==> config.mk <==
export PLATFORM = sky130hd
export DESIGN_NAME = psm_pin_ctrl
export DESIGN_NICKNAME = d
export VERILOG_FILES = /design/src/psm_pkg.sv /design/src/psm_hold_reg.sv /design/src/psm_pin_ctrl.sv
export SDC_FILE = /design/constraint.sdc
export NUM_CORES = 1
export LEC_CHECK = 0
export ABC_CLOCK_PERIOD_IN_PS = 1500
export BUFFER_PORTS_ARGS = -buffer_cell sky130_fd_sc_hd__buf_2
export CORE_MARGIN = 3
export CORE_UTILIZATION = 30
export CTS_CLUSTER_DIAMETER = 50
export DETAILED_ROUTE_END_ITERATION = 10
export HOLD_SLACK_MARGIN = 0.15
export SLEW_MARGIN = 10
export SYNTH_ARGS = -nofsm -noshare
export SYNTH_HDL_FRONTEND = slang
export SYNTH_SLANG_ARGS = --single-unit
==> constraint.sdc <==
create_clock -name clock -period 1.5 [get_ports clock]
set_input_delay 0.15 -clock clock [delete_from_list [all_inputs] [get_ports clock]]
set_output_delay 0.15 -clock clock [all_outputs]
set_load 0.005 [all_outputs]
==> src/psm_pkg.sv <==
/*
 * Package for the pin state / power mode controller: power modes,
 * per-pin carriers and wake-up pin classes.
 * Assumes one synchronous clock domain; no register bus.
 */
package psm_pkg;

    localparam int PSM_PINS_DEF    = 16;
    localparam int PSM_MODE_W      = 3;
    // power modes as presented by the power management logic
    typedef enum logic [2:0] {
        PSM_RUN    = 3'b000,
        PSM_HALT   = 3'b001,
        PSM_IDLE   = 3'b010,
        PSM_WATCH  = 3'b011,
        PSM_SWATCH = 3'b100,
        PSM_STOP   = 3'b101
    } psm_mode_t;

    // controller states
    typedef enum logic [1:0] {
        PSM_ST_RESET = 2'b00,
        PSM_ST_RUN   = 2'b01,
        PSM_ST_HOLD  = 2'b10
    } psm_state_t;

    // pin class codes for the wake-up capability map
    localparam logic [1:0] PSM_CLS_NONE = 2'h0;
    localparam logic [1:0] PSM_CLS_EXTI = 2'h1;
    localparam logic [1:0] PSM_CLS_NMI  = 2'h2;
    localparam logic [1:0] PSM_CLS_CANR = 2'h3;

    // drive value of one pin from the port logic
    typedef struct packed {
        logic oe;
        logic out;
    } psm_drive_t;

    localparam logic PSM_FLASH_NORMAL = 1'b0;
    localparam logic PSM_OE_RESET     = 1'b0;
    localparam logic PSM_OUT_RESET    = 1'b0;

endpackage : psm_pkg

==> src/psm_hold_reg.sv <==
/*
 * Per-pin hold register: captures the port drive at power save entry.
 * Assumes capture pulses come from the controller in the same domain.
 */
`timescale 1ns/1ps
`default_nettype none
module psm_hold_reg #(
    parameter int PINS = 16
) (
    input  wire logic                  clock,
    input  wire logic                  rstn,
    input  wire logic                  capture,
    input  wire psm_pkg::psm_drive_t [PINS-1:0] drive_in,
    output var  psm_pkg::psm_drive_t [PINS-1:0] held_ff
);
    import psm_pkg::*;

    genvar g;
    generate
        for (g = 0; g < PINS; g++) begin : g_pin
            always_ff @(posedge clock) begin
                if (!rstn) begin
                    held_ff[g].oe  <= PSM_OE_RESET;
                    held_ff[g].out <= PSM_OUT_RESET;
                end else if (capture) begin
                    held_ff[g] <= drive_in[g];
                end
            end
        end
    endgenerate
endmodule : psm_hold_reg
`default_nettype wire

==> src/psm_pin_ctrl.sv <==
/*
 * Pin state controller across reset and power save modes: a small
 * state machine, the per-pin hold register for deep power save, the
 * pad output mux and the gated input path towards the core.
 * Assumes port logic drive/input signals and the power mode are
 * synchronous to clock; pad tristate is resolved outside.
 * Assumes the wake-up class of each pin is fixed by PIN_CLASS and
 * that port logic keeps its drive unchanged across power save.
 */
`timescale 1ns/1ps
`default_nettype none
module psm_pin_ctrl #(
    parameter int PINS = 16,
    parameter logic [2*PINS-1:0] PIN_CLASS = '0
) (
    input  wire logic                           clock,
    input  wire logic                           rstn,
    // mode inputs
    input  wire logic                           flash_mode_select_pin,
    input  wire psm_pkg::psm_mode_t             power_mode,
    // port logic and pad side
    input  wire psm_pkg::psm_drive_t [PINS-1:0] port_drive,
    input  wire logic [PINS-1:0]                pin_in,
    output logic [PINS-1:0]                     pin_out,
    output logic [PINS-1:0]                     pin_oe,
    // towards the core and the port logic
    output logic [PINS-1:0]                     core_in,
    output logic [PINS-1:0]                     wake_in,
    output logic                                port_reset_mode,
    output logic                                pins_held
);
    import psm_pkg::*;

    // state machine
    psm_state_t               state_ff;
    psm_state_t               nxt_state;

    // pin paths
    psm_drive_t [PINS-1:0]    held_ff;
    logic [PINS-1:0]          core_in_ff;
    logic [PINS-1:0]          nxt_core_in;
    logic [PINS-1:0]          wake_in_ff;
    logic [PINS-1:0]          nxt_wake_in;
    logic [PINS-1:0]          cls_ext;
    logic [PINS-1:0]          cls_nmi;
    logic [PINS-1:0]          cls_can;
    logic [PINS-1:0]          wake_cap;
    logic [PINS-1:0]          live_oe;
    logic [PINS-1:0]          live_out;
    logic [PINS-1:0]          keep_oe;
    logic [PINS-1:0]          keep_out;
    logic [PINS-1:0]          run_oe;
    logic [PINS-1:0]          run_out;

    // decode
    logic                     normal_op;
    logic                     mode_idle;
    logic                     mode_watch;
    logic                     mode_swatch;
    logic                     mode_stop;
    logic                     deep_code;
    logic                     deep_mode;
    logic                     st_reset;
    logic                     st_run;
    logic                     st_hold;
    logic                     go_hold;
    logic                     go_run;
    logic                     capture;
    logic                     holding;

    assign normal_op = (flash_mode_select_pin == PSM_FLASH_NORMAL);
    // deep mode codes decoded one by one; unused codes 6 and 7 never hold
    assign mode_idle   = (power_mode == PSM_IDLE);
    assign mode_watch  = (power_mode == PSM_WATCH);
    assign mode_swatch = (power_mode == PSM_SWATCH);
    assign mode_stop   = (power_mode == PSM_STOP);
    assign deep_code   = mode_idle || mode_watch || mode_swatch || mode_stop;
    // halt is deliberately not a deep mode: pins just follow port logic
    assign deep_mode   = normal_op && deep_code;

    // wake-up capability is fixed per pin at build time, never by software
    genvar g;
    generate
        for (g = 0; g < PINS; g++) begin : g_cls
            // any class but none may end a power save state
            assign cls_ext[g]  = (PIN_CLASS[2*g +: 2] == PSM_CLS_EXTI);
            assign cls_nmi[g]  = (PIN_CLASS[2*g +: 2] == PSM_CLS_NMI);
            assign cls_can[g]  = (PIN_CLASS[2*g +: 2] == PSM_CLS_CANR);
            assign wake_cap[g] = cls_ext[g] | cls_nmi[g] |
                                 cls_can[g];
        end
    endgenerate

    assign st_reset = (state_ff == PSM_ST_RESET);
    assign st_run   = (state_ff == PSM_ST_RUN);
    assign st_hold  = (state_ff == PSM_ST_HOLD);
    assign go_hold  = st_run && deep_mode;
    assign go_run   = st_hold && !deep_mode;
    // capture in the same cycle the mode is seen, so outputs never move
    assign capture  = go_hold;
    assign holding  = st_hold || capture;

    always_comb begin
        // stays put unless a transition is due
        nxt_state = state_ff;
        case (state_ff)
            PSM_ST_RESET: begin
                // one cycle in reset state tells port logic to go to input
                nxt_state = PSM_ST_RUN;
            end
            PSM_ST_RUN: begin
                if (go_hold) begin
                    nxt_state = PSM_ST_HOLD;
                end else begin
                    nxt_state = PSM_ST_RUN;
                end
            end
            PSM_ST_HOLD: begin
                if (go_run) begin
                    nxt_state = PSM_ST_RUN;
                end else begin
                    nxt_state = PSM_ST_HOLD;
                end
            end
            default: begin
                nxt_state = PSM_ST_RESET;
            end
        endcase
    end

    // held levels are cleared by reset, so a reset in stop drops them
    psm_hold_reg #(
        .PINS     (PINS)
    ) u_hold (
        .clock    (clock),
        .rstn     (rstn),
        .capture  (capture),
        .drive_in (port_drive),
        .held_ff  (held_ff)
    );

    // reset wins over any power mode
    always_ff @(posedge clock) begin
        if (!rstn) begin
            state_ff <= PSM_ST_RESET;
        end else begin
            state_ff <= nxt_state;
        end
    end

    // wake-up inputs stay live in every mode
    generate
        for (g = 0; g < PINS; g++) begin : g_wake
            assign nxt_wake_in[g] = pin_in[g] & wake_cap[g];
        end
    endgenerate

    // non-wake inputs frozen while held: no edges reach the core
    generate
        for (g = 0; g < PINS; g++) begin : g_core
            assign nxt_core_in[g] = (holding && !wake_cap[g]) ?
                                    core_in_ff[g] : pin_in[g];
        end
    endgenerate

    always_ff @(posedge clock) begin
        if (!rstn) begin
            wake_in_ff <= '0;
        end else begin
            wake_in_ff <= nxt_wake_in;
        end
    end

    always_ff @(posedge clock) begin
        if (!rstn) begin
            core_in_ff <= '0;
        end else begin
            core_in_ff <= nxt_core_in;
        end
    end

    generate
        for (g = 0; g < PINS; g++) begin : g_pad
            assign live_oe[g]  = port_drive[g].oe;
            assign live_out[g] = port_drive[g].out;
            assign keep_oe[g]  = held_ff[g].oe;
            assign keep_out[g] = held_ff[g].out;
        end
    endgenerate

    // port logic is assumed to re-present the same drive on exit,
    // so the switch from held to live value is glitch free; a port
    // change made while held shows up only after exit
    assign run_oe  = st_hold ? keep_oe : live_oe;
    assign run_out = st_hold ? keep_out : live_out;
    // reset state: all pads off; after reset port logic is expected
    // to present inputs (oe low) until software changes it
    assign pin_oe  = st_reset ? {PINS{PSM_OE_RESET}} : run_oe;
    assign pin_out = st_reset ? {PINS{PSM_OUT_RESET}} : run_out;

    assign port_reset_mode = st_reset;
    assign pins_held       = st_hold;
    assign core_in         = core_in_ff;
    assign wake_in         = wake_in_ff;

endmodule : psm_pin_ctrl
`default_nettype wire

-- After elaboration in Yosys (flattened, before gate mapping)
Cells that the tools add are included.
- bits in registers: 50
- bits of input ports: 54
- memories: 0
- word-level logic and storage cells: 57
- memory bits (writable): 0
- latch bits: 0
- memory bits (read-only): 0
- multiplexer cells: 7
- multiply operators: 0
- divide/modulo/power cells: 0
- reduce and logical (&&, ||, !) cells: 9
- eq/ne operators: 6
- order comparisons: 0
- bitwise operators: 1
- $add $sub $neg: 0
- shift operators: 0
- operators by type and width (cell ; count):
    16-bit two-way mux ; 4
    3-bit by 2-bit == test with 1-bit output, second input constant ; 2
    3-bit == test, second input constant ; 2
    2-bit one-hot mux with 3 select lines ; 1
    1-bit logical OR ; 4
    2-bit two-way mux ; 2
    1-bit logical AND ; 3
    2-bit by 1-bit == test with 1-bit output, second input constant ; 1
    2-bit == test, second input constant ; 1
    2-bit logical NOT ; 1
    1-bit logical NOT ; 1
    1-bit inverter ; 1

-- Depth between registers and ports, before layout
Gate-level depths: netlist (run 1).
- word-level depth: 9
- depth in mapped cells: 6
- gate-level depth less buffers: 3

-- Cells and area by module
From an unflattened synthesis (run 1), not the netlist that was laid out.
- cells, all modules: 306
- area total of the unflattened synthesis: 2578.7 µm²
- by module, submodules not included (module ; area an instance (µm²) ; times used ; cells an instance):
    psm_pin_ctrl ; 1335.0 ; 1 ; 203
    psm_hold_reg ; 1243.7 ; 1 ; 103

-- Worst setup path after synthesis (run 1)
Ideal clock, no wire load.
- path kind: reg2reg
- start: register state_ff[1]
- end: register core_in_ff[0] (netlist: core_in[0])
- data required time: 1.428 ns
- setup slack: -0.079 ns
- path buffers: 3
- cell stages (with the launch flop): 7
- library setup time: 0.072 ns
- arrival time: 1.508 ns
- path through: dfxtp_1 -> buf_6 -> or3b_1 -> buf_2 -> o22ai_4 -> buf_12 -> mux2i_1
- word-level cells in the longest chain between the ends: 3
- elaborated cells on any way between the ends: 4
- classes of those cells: eq/ne: 2; reduce/logical: 2
- RTL lines (element ; RTL line ; RTL):
    from (decl) ; psm_pin_ctrl.sv:35 ; psm_state_t state_ff;
    from (signal assigned) ; psm_pin_ctrl.sv:147 ; state_ff <= nxt_state;
    2-bit by 1-bit == test with 1-bit output ; psm_pin_ctrl.sv:95 ; assign st_run = (state_ff == PSM_ST_RUN);
    1-bit logical AND ; psm_pin_ctrl.sv:97 ; assign go_hold = st_run && deep_mode;
    1-bit logical OR (*) ; psm_pin_ctrl.sv:101 ; assign holding = st_hold || capture;
    to (signal assigned) ; psm_pin_ctrl.sv:178 ; core_in_ff <= nxt_core_in;
    to (decl) ; psm_pin_ctrl.sv:40 ; logic [PINS-1:0] core_in_ff;
Every way passes the cells marked *; elsewhere a longest branch is shown, timed or not.
A chain may end at the register's enable or synchronous reset.

-- Worst setup path after layout (run 1)
- start: register state_ff[0]
- end: output port pin_oe[13]
- word-level cells in the longest chain between the ends: 3
- elaborated cells on any way between the ends: 4
- classes of those cells: eq/ne: 1; mux: 2; reduce/logical: 1
- RTL lines (element ; RTL line ; RTL):
    2-bit == test ; psm_pin_ctrl.sv:96 ; assign st_hold = (state_ff == PSM_ST_HOLD);
    16-bit two-way mux ; psm_pin_ctrl.sv:194 ; assign run_oe = st_hold ? keep_oe : live_oe;
    16-bit two-way mux (*) ; psm_pin_ctrl.sv:198 ; assign pin_oe = st_reset ? {PINS{PSM_OE_RESET}} : run_oe;
    to (decl) ; psm_pin_ctrl.sv:25 ; output logic [PINS-1:0] pin_oe,
Marks and branches as above.

==> qor.csv, run 1 <==
metric,value,unit
status,"complete, no violations",
post-synthesis sequential area ratio,39.3,%
most frequent cells in the layout,"102 x buf_2, 96 x nand2_1, 61 x o21ai_0, 49 x dlygate4sd3_1, 48 x dfxtp_1",
post-synthesis adder-cell area fraction,0,%
fmax,711,MHz
"EDFF count, synth",0,
Die Ht,98.2,µm
RSZ-0062 raised after global routing,no,
CP arrival,1.26,ns
"Period Utilization, post-route",93.8,%
Final Skew,0.00627,ns
Via Count,2747,
cell area after layout,3740,µm²
top_reg_cell synth,dfxtp_1,
WL/cell,12.1,µm
Post-Syn Area,2550,µm²
CP required,1.35,ns
gr usage total,14.3,%
simple-gate share of the synthesized area,21.8,%
vias per inst,4.61,
# clock sinks,50,
Num CTS Buffers,5,
Hold WC Path Type,in2reg,
fin nets,549,
Final GP Congestion,0.711,
post-synthesis cell type count,26,
largest net degree at the start of global routing,40,
Die W,98.2,µm
Routed Antenna Nets,0,
total chip power,3060,µW
critical path class,reg2out,
Pins Over Slew Limit,0,
share of layout cells above drive strength 1,26.7,%
"most common cell after layout, fill and taps aside",buf_2,
Detailed Place HPWL,4.75,mm
Post-route DRC,0,
GR Overflow Total,0,
n_diodes,0,
Starting Density,32.0,%
Worst R2R Start,state_ff[1],
die area,9640,µm²
# setup viols final,0,
post-synthesis register bit count,50,
Worst IR Drop VDD,0.480,mV
largest cells by area after synthesis,"dfxtp_1 39%, nand2_1 14%, o21ai_0 13%",
Compound-Gate Fraction of Synth Area,20.2,%
clock period minus worst slack,1.41,ns
first-pass GRT wire length,11.7,mm
antenna violations before repair,0,
Critical Path Start,state_ff[0],
Syn Area/Cell,7.20,µm²
row count,32,
CP Max Fanout,39,
CTS root buf,clkbuf_8,
Yosys top cell area share,39.3,%
# IOs,120,
Final Hold Fails,0,
IO buf count,102,
MaxCap Viol Count,0,
Yosys warning count,0,
H-Tree Level Count,2,
Synth area leader,dfxtp_1,
mux contribution to synthesized area,6.28,%
placed inst area,3140,µm²
XOR/XNOR share of the synthesized area,1.32,%
"Area growth, synth to finish",46.8,%
clk slew on worst S/H paths,0.08,ns
aggregate routed wire length,7.19,mm
post-CTS setup buffers,0,
Core ar.,7970,µm²
Post-Syn Instances,354,
setup tns final,0,ns
maximum buffer depth of the clock tree,2,
Worst setup EP type,primary output,
main combinational cell family by area after synthesis,simple AND/OR/NAND/NOR gates,
Synth async-reset ratio,0,%
final worst slack,0.0932,ns
P_leak,0.00159,µW
Skew-Pair Late Insertion Delay,0.30,ns
CP startpoint kind,flip-flop,
number of DRC markers in iteration 0,62,
PwrDens,818,nW/µm²
CTS tree,done,
Final Util,47.0,%
pre-CTS setup slack,0.125,ns
DR pass1 iterations,4,
number of global-route vias before repair,2569,
worst hold path startpoint,rstn,
==> final timing paths <==
path	endpoint	slack, ns	depth (start not counted)
min reg2reg	core_in[10]	0.46	2
min	state_ff[0]	0.16	3
max	pin_oe[13]	0.09	4
max reg2reg	core_in[5]	0.10	4
==> metal layers <==
metal  share of wire (%)  up-vias  track usage (%)
met5                   0        -                0
met1                  45     1217             17.6
met2                  46       90             24.8
met4                0.71        0             2.52
met3                 8.0        6             4.57
li1                    -     1434                -
==> logic make-up after synthesis <==
group / count (synthesis)
and+or+nand+nor: 134
AOI/OAI and AO/OA: 99
other: 1
DFF: 50
muxes: 16
xor gates and xnor gates: 3
buffers and inverters: 51
==> registers in the layout, indices dropped and copies added, names as in the netlist <==
register	flops
u_hold.held_ff	32
state_ff	2
core_in	16
==> cell usage after synthesis (all sizes together) (2+ instances only) <==
library cell and n:
nand3 32, o21ai 64, clkbuf 28, buf 21, a21oi 32, dfxtp 50, nor2 2, mux2i 16
xnor2 2, nand2 96
==> repair_timing <==
| item | CTS | global route |
|---|---|---|
| endpoints found under the hold margin | 49 | 0 |
| gates resized for setup | 2 | 10 |
| hold buffers | 49 | 0 |
| endpoints found under the setup margin | 19 | 29 |
==> layout make-up <==
| type | count | area, µm² |
|---|---|---|
| Inverter | 2 | 7.51 |
| Multi-Input combinational cell | 268 | 1340 |
| Timing Repair Buffer | 168 | 1180 |
| Clock buffer | 6 | 82.6 |
| Fill cell | 793 | 4230 |
| Sequential cell | 50 | 1000 |
| Tap cell | 102 | 128 |
==> per-stage QoR <==
stage / cells / hold WS, ns
after global routing: 596 / 0.199
after global placement: 541 / 0.395
after detailed placement: 541 / 0.399
after CTS: 596 / 0.154
final: 596 / 0.156
after floorplan: 369 / 0.226
==> critical path, stage by stage, from the launching register on <==
cell and delay (ns):
dfxtp_2 0.34, buf_6 0.13, buf_12 0.16, o21ai_0 0.19
buf_2 0.15
==> report_power, final <==
part	leakage (µW)	switching [µW]	internal [µW]	total, µW
Sequential	0.000410	40.0	1410	1450
Clock	0.0000431	412	357	768
Combinational	0.00114	437	407	844
Total	0.00159	889	2170	3060
Power figures use the tool's default switching activity.
==> run 2, diff against run 1 <==
ABC_CLOCK_PERIOD_IN_PS = 1700   (was 1500)
clock period = 1.7 ns   (was 1.5 ns; I/O delays follow)
==> run 2 against run 1 <==
Compared with the run above: clock power increased by 6.2%; via count increased by 0.33%; critical path depth rose by 1; clock skew down 0.0020 ns; global-route usage is 0.49 points higher.
==> qor.csv, run 2 (synthesis results as in run 1) <==
metric,value,unit
CP arrival,1.37,ns
n_diodes,0,
WL/cell,12.5,µm
total chip power,2820,µW
CP startpoint kind,flip-flop,
Fill cells,767,
row count,32,
first-pass GRT wire length,12.0,mm
Final Hold Fails,0,
Core ar.,7970,µm²
placed inst area,3070,µm²
setup tns final,0,ns
Final GP Congestion,0.724,
Routed Antenna Nets,0,
die area,9640,µm²
max reg flops,32,
aggregate routed wire length,7.41,mm
critical path class,reg2out,
Post-route DRC,0,
vias per inst,4.65,
number of global-route vias before repair,2596,
Hold WC Path Type,in2reg,
CP required,1.53,ns
PwrDens,761,nW/µm²
number of DRC markers in iteration 0,111,
P_leak,0.00157,µW
CTS root buf,clkbuf_8,
worst r2r path cells,4,
Skew-Pair Late Insertion Delay,0.29,ns
Worst setup EP type,primary output,
maximum buffer depth of the clock tree,2,
IO buf count,102,
gr usage total,14.8,%
CP Max Fanout,38,
"most common cell after layout, fill and taps aside",buf_2,
Pins Over Slew Limit,0,
GR Overflow Total,0,
CP max-delay cell,dfxtp_2,
critical path cell sequence,buf_8 -> buf_12 -> nand2_1 -> o21ai_0 -> buf_2,
"Largest stage delay, worst path",0.35,ns
status,"complete, no violations",
Final Skew,0.00431,ns
Hold Crit Depth,3,
largest net degree at the start of global routing,39,
"Period Utilization, post-route",90.9,%
clock period minus worst slack,1.54,ns
H-Tree Level Count,2,
Die Ht,98.2,µm
Num CTS Buffers,5,
# setup viols final,0,
CTS tree,done,
Starting Density,32.0,%
most frequent cells in the layout,"102 x buf_2, 96 x nand2_1, 64 x o21ai_0, 49 x dfxtp_1, 49 x dlygate4sd3_1",
# IOs,120,
antenna violations before repair,0,
Die W,98.2,µm
DR pass1 iterations,5,
share of layout cells above drive strength 1,25.5,%
Worst IR Drop VDD,0.360,mV
MaxCap Viol Count,0,
"Area growth, synth to finish",45.4,%
RSZ-0062 raised after global routing,no,
fmax,647,MHz
most flop-heavy register,u_hold.held_ff,
fin nets,544,
clk slew on worst S/H paths,0.09,ns
Via Count,2756,
cell area after layout,3710,µm²
Detailed Place HPWL,4.56,mm
# clock sinks,50,
-- run 2: per-layer routing --
metal | routed length [µm] | vias up | track usage (%)
met2 | 3360 | 108 | 24.4
met3 | 651 | 2 | 4.93
met5 | 0 | - | 0
li1 | - | 1424 | -
met4 | 22 | 0 | 2.84
met1 | 3380 | 1222 | 19.0
-- run 2: where the power goes --
part | leakage [µW] | internal, µW | total, µW | switching, µW
sequential | 0.000410 | 1240 | 1280 | 34.4
clock | 0.0000524 | 441 | 816 | 375
combinational | 0.00111 | 337 | 727 | 390
-- run 2: area by class of cell --
class	count	area, µm²	share of cell area [%]
clock buffers	7	76.3	2.06
clock inverters	1	30.0	0.810
inverters	2	7.51	0.202
multi-input cells	268	1340	36.1
flip-flops and latches	50	1000	27.0
well taps	102	128	3.44
repair buffers	163	1130	30.4
-- run 2: final timing paths --
| kind | start | endpoint | slack (ns) |
|---|---|---|---|
| worst max-delay path | state_ff[0] | pin_oe[5] | 0.16 |
| worst min-delay path | flash_mode_select_pin | state_ff[0] | 0.21 |
| worst max register to register | state_ff[1] | u_hold.held_ff[17] | 0.26 |
| worst min register to register | core_in[0] | core_in[0] | 0.46 |
-- run 2: what timing repair did --
item | 4_1_cts | 5_1_grt
resized for setup | 2 | 4
hold buffers | 49 | 0
endpoints found under the setup margin | 16 | 23
endpoints found under the hold margin | 49 | 0
setup buffers | 0 | 1
pin swaps | 0 | 1
-- run 2: critical path, delay by kind of cell (launching register included) --
| kind | cells | cell delay (ns) |
|---|---|---|
| flip-flops | 1 | 0.35 |
| AO/OA/AOI/OAI | 1 | 0.08 |
| AND/OR/NAND/NOR | 1 | 0.06 |
| buffers and inverters | 3 | 0.58 |
-- run 2: metrics by stage --
step / setup WS [ns] / std cells / hold WS (ns) / utilization [%]
after floorplan: 0.121 / 369 / 0.246 / -
after CTS: 0.0224 / 592 / 0.190 / 46.1
final: 0.155 / 593 / 0.211 / 46.5
after detailed placement: 0.0417 / 535 / 0.423 / 38.5
after global placement: 0.0909 / 535 / 0.410 / 38.5
after global routing: 0.0340 / 593 / 0.219 / 46.5
